--- src/core/conv_cfg_pkg.sv ---
// constants, codes and carrier types of the output interface and power-down registers
// ----------------------------------------------------------------
// Contract
// mapper field picks the output bit mapping
// written mapper acts only after fuse load
// fuse load clears other serial writes
// fuse defaults load after reset automatically
// unwritten mapper and mode read back zero
// mode select needs change enable set
// mode field picks the output interface
// bit 5 sleeps the clock buffer
// bit 4 sleeps the reference amplifier
// bit 2 sleeps channel A
// bit 0 global sleep, mask exempts blocks
// mask bit 3 keeps clock buffer awake
// disable bits sleep each output buffer
// serial modes need buffer bit 3 disabled; the bank does not force it, the controller must write it
// controller writes documented reserved values
// ----------------------------------------------------------------
package conv_cfg_pkg;
  // register offsets
  localparam logic [11:0] OFF_SOFT_RESET = 12'h000;
  localparam logic [11:0] OFF_IF_SELECT = 12'h007;
  localparam logic [11:0] OFF_POWER_DOWN = 12'h008;
  localparam logic [11:0] OFF_OBD_LOW = 12'h00a;
  localparam logic [11:0] OFF_OBD_MID = 12'h00b;
  localparam logic [11:0] OFF_OBD_HIGH = 12'h00c;
  localparam logic [11:0] OFF_SLEEP_MASK = 12'h00d;
  localparam logic [11:0] OFF_FUSE_LOAD = 12'h013;
  // field positions
  localparam int MAP_HI = 7;
  localparam int MAP_LO = 5;
  localparam int IF_EN_BIT = 3;
  localparam int MODE_HI = 2;
  localparam int MODE_LO = 0;
  localparam int PD_CLKBUF_BIT = 5;
  localparam int PD_REFAMP_BIT = 4;
  localparam int PD_CHAN_A_BIT = 2;
  localparam int PD_GLOBAL_BIT = 0;
  localparam int KEEP_CLK_BUF_BIT = 3;
  localparam int KEEP_REF_AMP_BIT = 2;
  localparam int CMD_BIT = 0;
  // reset values
  localparam logic [7:0] RST_ZERO = 8'h00;
  localparam logic [7:0] RST_POWER_DOWN = 8'h02;
  // bit mapping codes
  localparam logic [2:0] MAP_TWO_WIRE_18 = 3'h1;
  localparam logic [2:0] MAP_TWO_WIRE_16 = 3'h2;
  localparam logic [2:0] MAP_ONE_WIRE = 3'h3;
  localparam logic [2:0] MAP_HALF_WIRE = 3'h4;
  localparam logic [2:0] MAP_DOUBLE_RATE = 3'h5;
  localparam logic [2:0] MAP_SINGLE_RATE = 3'h6;
  // interface mode codes
  localparam logic [2:0] MODE_SINGLE_RATE = 3'h0;
  localparam logic [2:0] MODE_DOUBLE_RATE = 3'h1;
  localparam logic [2:0] MODE_TWO_WIRE = 3'h3;
  localparam logic [2:0] MODE_ONE_WIRE = 3'h4;
  localparam logic [2:0] MODE_HALF_WIRE = 3'h5;
  // serial frame layout: 16 header bits then 8 data bits
  localparam logic [4:0] HEAD_LAST = 5'h0f;
  localparam logic [4:0] FRAME_LAST = 5'h17;
  localparam logic [4:0] FRAME_DONE = 5'h18;
  localparam int RW_BIT = 15;
  // serial port states
  typedef enum logic [2:0] {
    SIO_IDLE = 3'b001,
    SIO_HEAD = 3'b010,
    SIO_BODY = 3'b100
  } sio_state_t;
  // one register write taken from the serial port
  typedef struct packed {
    logic [11:0] addr;
    logic [7:0] data;
  } wr_frame_t;
  // sleep controls of the analog blocks
  typedef struct packed {
    logic clk_buf;
    logic ref_amp;
    logic chan_a;
  } sleep_t;
endpackage : conv_cfg_pkg

--- src/core/serial_frame_port.sv ---
// serial register port: frame shifter, read launch and write strobe
`timescale 1ns/100ps
`default_nettype none
module serial_frame_port (
  // clock and reset
  input wire logic clk_i,
  input wire logic rst_i,
  // synchronised pin levels
  input wire logic sen_n_i,
  input wire logic sclk_i,
  input wire logic sdio_i,
  // register file side
  input wire logic [7:0] rd_data_i,
  output logic [11:0] rd_addr_o,
  output logic wr_stb_o,
  output conv_cfg_pkg::wr_frame_t wr_frame_o,
  // data pin drive
  output logic sdio_o,
  output logic sdio_oe_o
);
  conv_cfg_pkg::sio_state_t state_q, state_d; // frame phase
  logic sclk_d_q; // previous clock level, for edges
  logic [4:0] cnt_q; // clock rises seen in frame
  logic [15:0] head_q; // header shifter
  logic rw_q; // frame is a read
  logic load_q; // fetch read data next cycle
  logic [7:0] out_q; // read data shifter
  logic [11:0] addr_q; // captured register address
  logic stb_q; // write strobe
  logic [7:0] wdata_q; // captured write data
  logic sdo_q; // launched bit
  logic oe_q; // pin drive enable
  wire rise = sclk_i & ~sclk_d_q;
  wire fall = ~sclk_i & sclk_d_q;
  wire head_end = rise && (state_q == conv_cfg_pkg::SIO_HEAD) && (cnt_q == conv_cfg_pkg::HEAD_LAST);
  wire in_body = (state_q == conv_cfg_pkg::SIO_BODY);
  wire launch = fall && in_body && rw_q;
  // ----------------------------------------------------------------
  // frame phase
  // ----------------------------------------------------------------
  // select high always abandons the frame, so a cut frame never writes
  always_comb begin
    state_d = state_q;
    case (state_q)
      conv_cfg_pkg::SIO_IDLE: begin
        if (!sen_n_i) state_d = conv_cfg_pkg::SIO_HEAD;
      end
      conv_cfg_pkg::SIO_HEAD: begin
        if (sen_n_i) state_d = conv_cfg_pkg::SIO_IDLE;
        else if (head_end) state_d = conv_cfg_pkg::SIO_BODY;
      end
      conv_cfg_pkg::SIO_BODY: begin
        if (sen_n_i) state_d = conv_cfg_pkg::SIO_IDLE;
      end
      default: state_d = conv_cfg_pkg::SIO_IDLE;
    endcase
  end
  // ----------------------------------------------------------------
  // shifters and strobes
  // ----------------------------------------------------------------
  // counter saturates so long frames cannot wrap into a second write
  always_ff @(posedge clk_i) begin
    if (rst_i) begin
      state_q <= conv_cfg_pkg::SIO_IDLE;
      sclk_d_q <= 1'b0;
      cnt_q <= 5'h00;
      head_q <= 16'h0000;
      rw_q <= 1'b0;
      addr_q <= 12'h000;
      load_q <= 1'b0;
      out_q <= 8'h00;
      stb_q <= 1'b0;
      wdata_q <= 8'h00;
      sdo_q <= 1'b0;
      oe_q <= 1'b0;
    end else begin
      state_q <= state_d;
      sclk_d_q <= sclk_i;
      if (sen_n_i) cnt_q <= 5'h00;
      else if (rise && cnt_q != conv_cfg_pkg::FRAME_DONE) cnt_q <= cnt_q + 5'h01;
      if (rise) head_q <= {head_q[14:0], sdio_i};
      if (head_end) begin
        addr_q <= {head_q[10:0], sdio_i};
        rw_q <= head_q[conv_cfg_pkg::RW_BIT - 1];
      end
      load_q <= head_end && head_q[conv_cfg_pkg::RW_BIT - 1];
      // read data leaves on falling edges, msb first
      if (load_q) out_q <= rd_data_i;
      else if (launch) out_q <= {out_q[6:0], 1'b0};
      if (launch) sdo_q <= out_q[7];
      if (sen_n_i || !in_body) oe_q <= 1'b0;
      else if (launch) oe_q <= 1'b1;
      stb_q <= rise && in_body && !rw_q && (cnt_q == conv_cfg_pkg::FRAME_LAST);
      if (rise && in_body && (cnt_q == conv_cfg_pkg::FRAME_LAST)) wdata_q <= {head_q[6:0], sdio_i};
    end
  end
  assign rd_addr_o = addr_q;
  assign wr_stb_o = stb_q;
  assign wr_frame_o = '{addr: addr_q, data: wdata_q};
  assign sdio_o = sdo_q;
  assign sdio_oe_o = oe_q;
endmodule : serial_frame_port
`default_nettype wire

--- src/core/conv_cfg_regs.sv ---
// output interface selection and power-down register bank of the converter
`timescale 1ns/100ps
`default_nettype none
module conv_cfg_regs #(
  parameter logic [2:0] FUSE_MAPPER = 3'h6, // fuse image of the bit mapping
  parameter logic [2:0] FUSE_MODE = 3'h0, // fuse image of the interface mode
  parameter int OBD_W = 24 // output buffer disable width
) (
  // clock and reset
  input wire logic MCLK_I,
  input wire logic SRST_I,
  // serial register pins
  input wire logic SEN_N_I,
  input wire logic SCLK_I,
  input wire logic SDIO_I,
  output logic SDIO_O,
  output logic SDIO_OE_O,
  // active output interface
  output logic [2:0] ACTIVE_MAPPING_O,
  output logic [2:0] ACTIVE_MODE_O,
  // analog sleep controls
  output logic CLOCK_BUFFER_SLEEP_O,
  output logic REFERENCE_AMP_SLEEP_O,
  output logic CHANNEL_A_SLEEP_O,
  // parallel output buffer disables
  output logic [OBD_W-1:0] OUTPUT_BUFFER_DISABLE_O
);
  // ----------------------------------------------------------------
  // pin synchronisers
  // ----------------------------------------------------------------
  logic [2:0] sync1_q; // first stage, read only by second
  logic [2:0] sync2_q; // safe levels: select, clock, data
  wire [2:0] pins_raw = {SEN_N_I, SCLK_I, SDIO_I};
  genvar gi;
  generate
    for (gi = 0; gi < 3; gi++) begin : g_sync
      // select resets high so no frame is seen during reset
      always_ff @(posedge MCLK_I) begin
        if (SRST_I) begin
          sync1_q[gi] <= (gi == 2);
          sync2_q[gi] <= (gi == 2);
        end else begin
          sync1_q[gi] <= pins_raw[gi];
          sync2_q[gi] <= sync1_q[gi];
        end
      end
    end
  endgenerate
  // ----------------------------------------------------------------
  // serial port
  // ----------------------------------------------------------------
  logic [11:0] rd_addr; // address of the current read
  logic [7:0] rd_data; // register read back
  logic wr_stb; // one-cycle write pulse
  conv_cfg_pkg::wr_frame_t wr_frame; // write address and data
  serial_frame_port u_port (
    .clk_i(MCLK_I),
    .rst_i(SRST_I),
    .sen_n_i(sync2_q[2]),
    .sclk_i(sync2_q[1]),
    .sdio_i(sync2_q[0]),
    .rd_data_i(rd_data),
    .rd_addr_o(rd_addr),
    .wr_stb_o(wr_stb),
    .wr_frame_o(wr_frame),
    .sdio_o(SDIO_O),
    .sdio_oe_o(SDIO_OE_O)
  );
  // ----------------------------------------------------------------
  // address decode
  // ----------------------------------------------------------------
  // true when a write strobe targets the given offset
  function automatic logic wr_hit(input logic stb, input logic [11:0] a, input logic [11:0] off);
    wr_hit = stb && (a == off);
  endfunction : wr_hit
  // mapper codes that name a real mapping
  function automatic logic map_ok(input logic [2:0] c);
    map_ok = (c >= conv_cfg_pkg::MAP_TWO_WIRE_18) && (c <= conv_cfg_pkg::MAP_SINGLE_RATE);
  endfunction : map_ok
  // mode codes that name a real interface
  function automatic logic mode_ok(input logic [2:0] c);
    mode_ok = (c == conv_cfg_pkg::MODE_SINGLE_RATE) || (c == conv_cfg_pkg::MODE_DOUBLE_RATE)
      || (c == conv_cfg_pkg::MODE_TWO_WIRE) || (c == conv_cfg_pkg::MODE_ONE_WIRE)
      || (c == conv_cfg_pkg::MODE_HALF_WIRE);
  endfunction : mode_ok
  wire wr_soft = wr_hit(wr_stb, wr_frame.addr, conv_cfg_pkg::OFF_SOFT_RESET)
    && wr_frame.data[conv_cfg_pkg::CMD_BIT];
  wire wr_fuse = wr_hit(wr_stb, wr_frame.addr, conv_cfg_pkg::OFF_FUSE_LOAD)
    && wr_frame.data[conv_cfg_pkg::CMD_BIT];
  wire wr_ifsel = wr_hit(wr_stb, wr_frame.addr, conv_cfg_pkg::OFF_IF_SELECT);
  wire wr_pdn = wr_hit(wr_stb, wr_frame.addr, conv_cfg_pkg::OFF_POWER_DOWN);
  wire wr_mask = wr_hit(wr_stb, wr_frame.addr, conv_cfg_pkg::OFF_SLEEP_MASK);
  wire [2:0] wr_obd = {wr_hit(wr_stb, wr_frame.addr, conv_cfg_pkg::OFF_OBD_HIGH),
    wr_hit(wr_stb, wr_frame.addr, conv_cfg_pkg::OFF_OBD_MID),
    wr_hit(wr_stb, wr_frame.addr, conv_cfg_pkg::OFF_OBD_LOW)};
  // ----------------------------------------------------------------
  // register storage
  // ----------------------------------------------------------------
  logic [7:0] ifsel_q; // interface select, reads as stored
  logic map_written_q; // mapper field written since reset
  logic [7:0] pdn_q; // power-down control
  logic [7:0] mask_q; // global sleep mask
  logic [OBD_W-1:0] obd_q; // output buffer disables
  wire [2:0] map_field = ifsel_q[conv_cfg_pkg::MAP_HI:conv_cfg_pkg::MAP_LO];
  wire [2:0] mode_field = ifsel_q[conv_cfg_pkg::MODE_HI:conv_cfg_pkg::MODE_LO];
  wire if_en = ifsel_q[conv_cfg_pkg::IF_EN_BIT];
  // fields start at zero, so unwritten fields read 000 while fuses rule
  always_ff @(posedge MCLK_I) begin
    if (SRST_I) begin
      ifsel_q <= conv_cfg_pkg::RST_ZERO;
      map_written_q <= 1'b0;
    end else if (wr_soft) begin
      ifsel_q <= conv_cfg_pkg::RST_ZERO;
      map_written_q <= 1'b0;
    end else if (wr_ifsel) begin
      ifsel_q <= wr_frame.data;
      map_written_q <= 1'b1;
    end
  end
  // fuse load wipes every other serial write, only the select survives
  always_ff @(posedge MCLK_I) begin
    if (SRST_I || wr_soft || wr_fuse) begin
      pdn_q <= conv_cfg_pkg::RST_POWER_DOWN;
      mask_q <= conv_cfg_pkg::RST_ZERO;
    end else begin
      if (wr_pdn) pdn_q <= wr_frame.data;
      if (wr_mask) mask_q <= wr_frame.data;
    end
  end
  generate
    for (gi = 0; gi < OBD_W / 8; gi++) begin : g_obd
      // one byte lane of the buffer disable field
      always_ff @(posedge MCLK_I) begin
        if (SRST_I || wr_soft || wr_fuse) obd_q[gi*8 +: 8] <= conv_cfg_pkg::RST_ZERO;
        else if (wr_obd[gi]) obd_q[gi*8 +: 8] <= wr_frame.data;
      end
    end
  endgenerate
  // ----------------------------------------------------------------
  // active interface
  // ----------------------------------------------------------------
  logic [2:0] map_q; // mapping in force
  logic [2:0] mode_q; // mode in force
  // a written mapping waits for the fuse load; a bad code loads the fuse mapping instead
  always_ff @(posedge MCLK_I) begin
    if (SRST_I || wr_soft) map_q <= FUSE_MAPPER;
    else if (wr_fuse) map_q <= (map_written_q && map_ok(map_field)) ? map_field : FUSE_MAPPER;
  end
  // mode follows the field only while change is enabled
  always_ff @(posedge MCLK_I) begin
    if (SRST_I) mode_q <= FUSE_MODE;
    else mode_q <= (if_en && mode_ok(mode_field)) ? mode_field : FUSE_MODE;
  end
  assign ACTIVE_MAPPING_O = map_q;
  assign ACTIVE_MODE_O = mode_q;
  // ----------------------------------------------------------------
  // sleep controls
  // ----------------------------------------------------------------
  wire glob = pdn_q[conv_cfg_pkg::PD_GLOBAL_BIT];
  conv_cfg_pkg::sleep_t sleep_d, sleep_q; // analog sleep levels
  // one driver for the whole struct, members gathered in one pattern
  assign sleep_d = '{
    clk_buf: pdn_q[conv_cfg_pkg::PD_CLKBUF_BIT]
      || (glob && !mask_q[conv_cfg_pkg::KEEP_CLK_BUF_BIT]),
    ref_amp: pdn_q[conv_cfg_pkg::PD_REFAMP_BIT]
      || (glob && !mask_q[conv_cfg_pkg::KEEP_REF_AMP_BIT]),
    chan_a: pdn_q[conv_cfg_pkg::PD_CHAN_A_BIT] || glob
  };
  logic [OBD_W-1:0] obd_out_q; // registered buffer disables
  // registered so the analog controls never see decode glitches
  always_ff @(posedge MCLK_I) begin
    if (SRST_I) begin
      sleep_q <= '0;
      obd_out_q <= '0;
    end else begin
      sleep_q <= sleep_d;
      obd_out_q <= obd_q;
    end
  end
  assign CLOCK_BUFFER_SLEEP_O = sleep_q.clk_buf;
  assign REFERENCE_AMP_SLEEP_O = sleep_q.ref_amp;
  assign CHANNEL_A_SLEEP_O = sleep_q.chan_a;
  // bit 3 of the low byte shares its pin with the data clock input;
  // the controller must disable it in serial modes, nothing forces it here
  assign OUTPUT_BUFFER_DISABLE_O = obd_out_q;
  // ----------------------------------------------------------------
  // read back
  // ----------------------------------------------------------------
  // command registers self-clear and unmapped offsets read zero
  assign rd_data = (rd_addr == conv_cfg_pkg::OFF_IF_SELECT) ? ifsel_q
    : (rd_addr == conv_cfg_pkg::OFF_POWER_DOWN) ? pdn_q
    : (rd_addr == conv_cfg_pkg::OFF_OBD_LOW) ? obd_q[7:0]
    : (rd_addr == conv_cfg_pkg::OFF_OBD_MID) ? obd_q[15:8]
    : (rd_addr == conv_cfg_pkg::OFF_OBD_HIGH) ? obd_q[23:16]
    : (rd_addr == conv_cfg_pkg::OFF_SLEEP_MASK) ? mask_q
    : conv_cfg_pkg::RST_ZERO;
endmodule : conv_cfg_regs
`default_nettype wire

--- config.mk ---
export PLATFORM = sky130hd
export DESIGN_NAME = conv_cfg_regs
export DESIGN_NICKNAME = d
export VERILOG_FILES = /design/src/core/conv_cfg_pkg.sv /design/src/core/serial_frame_port.sv /design/src/core/conv_cfg_regs.sv
export SDC_FILE = /design/constraint.sdc
export NUM_CORES = 1
export LEC_CHECK = 0
export ABC_AREA = 1
export BUFFER_PORTS_ARGS = -buffer_cell sky130_fd_sc_hd__buf_2
export CAP_MARGIN = 20
export CORE_ASPECT_RATIO = 1.5
export CORE_MARGIN = 2
export CORE_UTILIZATION = 60
export DETAILED_ROUTE_END_ITERATION = 12
export PLACE_DENSITY = 0.79
export SLEW_MARGIN = 10
export SYNTH_ARGS = -nofsm -noshare
export SYNTH_HDL_FRONTEND = slang
export SYNTH_HIERARCHICAL = 1
export SYNTH_SLANG_ARGS = --single-unit
--- constraint.sdc ---
create_clock -name MCLK_I -period 4.7 [get_ports MCLK_I]
set_input_delay 0.47 -clock MCLK_I [delete_from_list [all_inputs] [get_ports MCLK_I]]
set_output_delay 0.47 -clock MCLK_I [all_outputs]
set_load 0.05 [all_outputs]
Word level (Yosys, flattened, before mapping)
Cells that the tools add are included.
Word-level totals
  memory bits (writable): 0
  output and inout bits: 35
  register bits after elaboration: 145
  memories: 0
  latch bits: 0
  bits in read-only memories: 0
Cells by class
  divide/modulo/power cells: 0
  reductions and logical operators: 47
  equal/unequal tests: 20
  shift operators: 0
  magnitude comparators: 2
  bitwise operators: 5
  $add $sub $neg: 1
  mux-type cells: 14
  multiply operators: 0
Operator list (count)
  two-way mux 8 bit: 8
  == test 12 x 4 -> 1 bit, second input constant: 5
  logical AND 1 bit: 25
  two-way mux 3 bit: 5
  == test 12 x 3 -> 1 bit, second input constant: 1
  == test 12 x 5 -> 1 bit, second input constant: 1
  logical NOT 12 bit: 1
  logical OR 1 bit: 10
  == test 3 bit, second input constant: 3
  case mux 3 bit (3 select lines): 1
  OR reduction 2 bit: 4
  == test 3 x 1 -> 1 bit, second input constant: 2
  == test 3 x 2 -> 1 bit, second input constant: 2
  adder 5 x 1 -> 5 bit, second input constant: 1
  == test 5 x 4 -> 1 bit, second input constant: 1
  == test 5 bit, second input constant: 1
  inequality test 5 bit, second input constant: 1
  logical NOT 1 bit: 4
  inequality test 2 bit, second input constant: 2
  >= comparator 3 x 1 -> 1 bit, second input constant: 1
  <= comparator 3 bit, second input constant: 1
  logical NOT 3 bit: 1
  inequality test 3 x 2 -> 1 bit, second input constant: 1
  NOT 1 bit: 3
  other kinds (3): 4

Depth between registers and ports, before layout
  depth after elaboration: 8
  mapped depth: 14
  mapped depth without buffers: 13

Hierarchy
The synthesis kept the hierarchy.
By module, submodules not included
  conv_cfg_regs: cells an instance 506, times used 1, area an instance 3752.3 sq um, seq. area each 1761.7 sq um
  serial_frame_port: cells an instance 319, times used 1, area an instance 2409.8 sq um, seq. area each 1141.1 sq um

Least setup slack after synthesis
OpenSTA, ideal clock, no wires.
  path kind: register -> register
  from: register u_port.addr_q[1], in the netlist u_port/rd_addr_o[1]
  to: register u_port.out_q[1]
  arrival: 1436 ps
  cell stages (with the launch flop): 14
  library setup time: 132 ps
  path slack: 3132 ps
  buffers on the path: 2
  required time: 4568 ps
  cells stage by stage: dfxtp_1 > buf_4 > nand2_1 > inv_1 > nand4_1 > inv_1 > buf_2 > nor2_1 > nand2_1 > nand2_1 > nand2_1 > nand2_1 > nand2_1 > a21oi_1
On the way
  cells in the longest elaborated chain, start to end: 8
  elaborated cells between the ends (all ways): 13
Ends and longest elaborated chain
  start, declared: RTL line serial_frame_port.sv:28  | logic [11:0] addr_q;
  start signal, assigned: RTL line serial_frame_port.sv:83  | addr_q <= {head_q[10:0], sdio_i};
  == test 12 x 4 -> 1 bit: RTL line conv_cfg_regs.sv:195  | : (rd_addr == conv_cfg_pkg::OFF_SLEEP_MASK) ? mask_q
  two-way mux 8 bit: RTL line conv_cfg_regs.sv:195
  two-way mux 8 bit: RTL line conv_cfg_regs.sv:194  | : (rd_addr == conv_cfg_pkg::OFF_OBD_HIGH) ? obd_q[23:16]
  two-way mux 8 bit: RTL line conv_cfg_regs.sv:193  | : (rd_addr == conv_cfg_pkg::OFF_OBD_MID) ? obd_q[15:8]
  two-way mux 8 bit: RTL line conv_cfg_regs.sv:192  | : (rd_addr == conv_cfg_pkg::OFF_OBD_LOW) ? obd_q[7:0]
  two-way mux 8 bit: RTL line conv_cfg_regs.sv:191  | : (rd_addr == conv_cfg_pkg::OFF_POWER_DOWN) ? pdn_q
  two-way mux 8 bit (*): RTL line conv_cfg_regs.sv:190  | assign rd_data = (rd_addr == conv_cfg_pkg::OFF_IF_SELECT) ? ifsel_q
  named net rd_data[1]: RTL line conv_cfg_regs.sv:53  | logic [7:0] rd_data;
  two-way mux 8 bit (*): RTL line serial_frame_port.sv:88  | if (load_q) out_q <= rd_data_i;
  end signal, assigned: RTL line serial_frame_port.sv:88
  end signal, assigned: RTL line serial_frame_port.sv:89  | else if (launch) out_q <= {out_q[6:0], 1'b0};
  end, declared: RTL line serial_frame_port.sv:27  | logic [7:0] out_q;
Mark *: on every way through the listed nets, which the timed path passes. The rest lies on a longest branch.
A chain may end at the register's enable or synchronous reset.

Worst setup path after layout
  from: register u_port.addr_q[9], in the netlist u_port/rd_addr_o[9]
  to: register obd_q[4]
On the way
  cells in the longest elaborated chain, start to end: 5
  elaborated cells between the ends (all ways): 10
Ends and longest elaborated chain
  logical NOT 12 bit: RTL line conv_cfg_regs.sv:74  | wr_hit = stb && (a == off);
  logical AND 1 bit: RTL line conv_cfg_regs.sv:74
  logical AND 1 bit: RTL line conv_cfg_regs.sv:87  | && wr_frame.data[conv_cfg_pkg::CMD_BIT];
  logical OR 1 bit (2 in a row): RTL line conv_cfg_regs.sv:134  | if (SRST_I || wr_soft || wr_fuse) obd_q[gi*8 +: 8] <= conv_cfg_pkg::RST_ZERO;
  end signal, assigned by index: RTL line conv_cfg_regs.sv:134
  end signal, assigned by index: RTL line conv_cfg_regs.sv:135  | else if (wr_obd[gi]) obd_q[gi*8 +: 8] <= wr_frame.data;
  end, declared: RTL line conv_cfg_regs.sv:103  | logic [OBD_W-1:0] obd_q;
Several ways; a longest one is shown, not always the timed one.

==> flow_summary.json <==
{
  "wire_per_inst_um": 14.53,
  "core_area_um2": 10080,
  "gp_congestion": 0.9266,
  "yosysTopAreaCell": "dfxtp_1",
  "insertion_delay_ns": 0.41,
  "outcome": "completed",
  "cts_buffers": 17,
  "critPathMaxFanout": 39,
  "fmax_ghz": 0.3928,
  "overflow": 0,
  "dp_cells": 938,
  "num_rows": 45,
  "worstPathRequired_ns": 4.98,
  "pwr_density_cell_nw_per_um2": 404.4,
  "io_buffers": 39,
  "drv_slew": 0,
  "clkSinkCount": 145,
  "cts_setup_buffers": 0,
  "mostFrequentLayoutCell": "nand2_1",
  "ant_nets": 0,
  "stdcell_count": 970,
  "die_x_um": 86.75,
  "multi_input_area_um2": 2679,
  "worstSetupPathType": "register to register",
  "route.detailed.drc": 0,
  "r2r-end": "obd_q[4]",
  "antenna_found_initial": 0,
  "grt_max_degree": 49,
  "ff2ff_path_depth": 9,
  "maxCapViolations": 0,
  "grt_pass1_wl_um": 23410,
  "nets": 848,
  "ys_seq_area_share_pct": 47.11,
  "cts_hold_repair.buffers": 0,
  "final_cell_mix": "nand2_1, nor2_1, dfxtp_1, inv_1, nand3_1",
  "regArea_um2": 2903,
  "endpoint_kind": "register",
  "cts_tree": "done",
  "yosysWarningCount": 6,
  "hold_viol": 0,
  "syn_area_um2": 6162,
  "critPathLaunchType": "register",
  "die_h_um": 128.1,
  "area_growth_pct": 11.90,
  "vdd_drop_max_uv": 246.6,
  "holdCritPathClass": "input pin to register",
  "cts.htree.levels": 4,
  "avgViaCountPerCell": 5.503,
  "cts_resized": 0,
  "period_minus_slack_ns": 2.546,
  "leakage_nw": 2.900,
  "ios": 40,
  "ys_ff_latch": 145,
  "cp_data_arrival_time_ns": 2.83,
  "wl_um": 14090,
  "grt_pass1_vias": 5141,
  "clk_path_buf_depth": 2,
  "n_fill_cell": 853,
  "antenna_cells": 0,
  "cts_root_buffer": "clkbuf_16",
  "worstHoldStart": "SEN_N_I",
  "grt_setup_unrepaired": "no",
  "skew_ns": 0.01062,
  "yosys.cell_types.count": 32,
  "post-route-period-util_pct": 54.17,
  "yosys-top-cells-area": "dfxtp_1, nand2_1, nor2_1",
  "setup_violations": 0,
  "hpwl_um": 9664,
  "slew_headroom_pct": 30.79,
  "tns_ns": 0,
  "syn-instance-count": 825,
  "first_iter_violations": 504,
  "vias": 5338,
  "syn_avg_cell_area_um2": 7.469,
  "drt-pass1-iter-count": 6,
  "start_util_pct": 61.14,
  "timing_worst_slew_pin_value_ns": 1.037,
  "die-area_um2": 11110,
  "reg2reg_slack_ns": 2.15,
  "grt.total_usage_pct": 26.82,
  "layout-drive-gt1-share_pct": 15.12,
  "clk_pin_slew_ns": 0.06,
  "yosysTopAreaCellShare_pct": 47.11,
  "min_to": "sync1_q[2]",
  "synth_nets": 833,
  "min_path_cells": 2,
  "worstReg2RegStart": "u_port/rd_addr_o[9]"
}
## synthesized netlist by cell type
master     number
a211oi_1        7
a21oi_1        36
a21oi_2        10
a31oi_1         3
buf_2          13
buf_4          16
buf_6           5
clkbuf_1       10
clkinv_1        1
clkinv_4        1
dfxtp_1       145
ha_1            3
inv_1          66
inv_2          11
nand2_1       157
nand2_2         4
nand2_4         1
nand3_1        62
nand3_2         7
nand4_1        15
nor2_1        154
nor2_2         12
nor2_4          3
nor3_1          7
nor3_2          4
nor3_4          1
nor4_4          2
o2111ai_1       8
o21ai_0        40
o21ai_1        18
or2_2           2
xor2_1          1
## critical path, cell delays in order, from the launching register on
cell	delay [ns]
dfxtp_1	0.35
nor2_1	0.12
nand3_1	0.14
nor2_2	0.62
nand2_1	0.11
nand2_1	0.34
inv_2	0.11
nand2_1	0.08
buf_4	0.42
nor2_1	0.12
## cells by family (layout without fill, tap and decap cells)
group | after synthesis | count (layout) | synth area share, %
flops | 145 | 145 | 47.11
compound gates | 122 | 122 | 11.35
buf+inv | 123 | 151 | 9.421
simple gates | 431 | 431 | 31.37
fa+ha+maj | 3 | 3 | 0.6092
xor+xnor | 1 | 1 | 0.1422
## registers in the layout (all words and copies together), names as in the netlist, 3 cells and up
register	cells
pdn_q	8
u_port/out_q	8
OUTPUT_BUFFER_DISABLE_O	24
sync1_q	3
mask_q	8
u_port/state_q	3
obd_q	24
u_port/head_q	15
sync2_q	3
ifsel_q	8
u_port/cnt_q	5
u_port/wdata_q	8
ACTIVE_MAPPING_O	3
u_port/rd_addr_o	12
ACTIVE_MODE_O	3
## cell type report
type | instances | share of cell area, %
Tap cell | 117 | 2.123
Clock inverter | 10 | 2.595
Timing Repair Buffer | 40 | 2.940
Inverter | 79 | 4.373
Multi-Input combinational cell | 557 | 38.85
Sequential cell | 145 | 42.10
Clock buffer | 22 | 7.022
## worst max-delay path by stage
stage                     cells past startpoint                 from  slack (ns)         endpoint
final                                         9  u_port/rd_addr_o[9]        2.15         obd_q[4]
after global routing                          9  u_port/rd_addr_o[9]        1.90         obd_q[1]
after CTS                                     9  u_port/rd_addr_o[9]        2.18         obd_q[2]
after detailed placement                      9  u_port/rd_addr_o[9]        2.18         obd_q[2]
after global placement                        9  u_port/rd_addr_o[9]        2.28         obd_q[0]
after floorplan                              13  u_port/rd_addr_o[1]        3.13  u_port/out_q[1]
## metrics by stage
stage	setup slack [ns]	total power [mW]	hold slack, ns	utilization (%)	cell area (um2)
CTS	2.177	2.799	0.2365	68.42	6895
global placement	2.280	1.327	0.3948	61.84	6232
detailed placement	2.183	1.330	0.4002	61.84	6232
floorplan	3.132	1.319	0.3883	-	6162
finish	2.154	2.788	0.2429	68.42	6895
global route	1.901	2.859	0.2312	68.42	6895
## where the power goes
group | internal [mW] | leakage, nW | switching [mW] | total [mW]
clock | 0.996 | 0.330 | 0.488 | 1.48
sequential | 1.24 | 1.17 | 0.00973 | 1.25
combinational | 0.0147 | 1.40 | 0.0397 | 0.0543
total | 2.25 | 2.90 | 0.538 | 2.79
## layer usage
layer	part of all wire, %	track usage, %
met1	39	28.66
met2	52	47.69
met3	4.8	6.568
met4	3.8	14.34
met5	0	0
(Power assumes the default switching activity.)
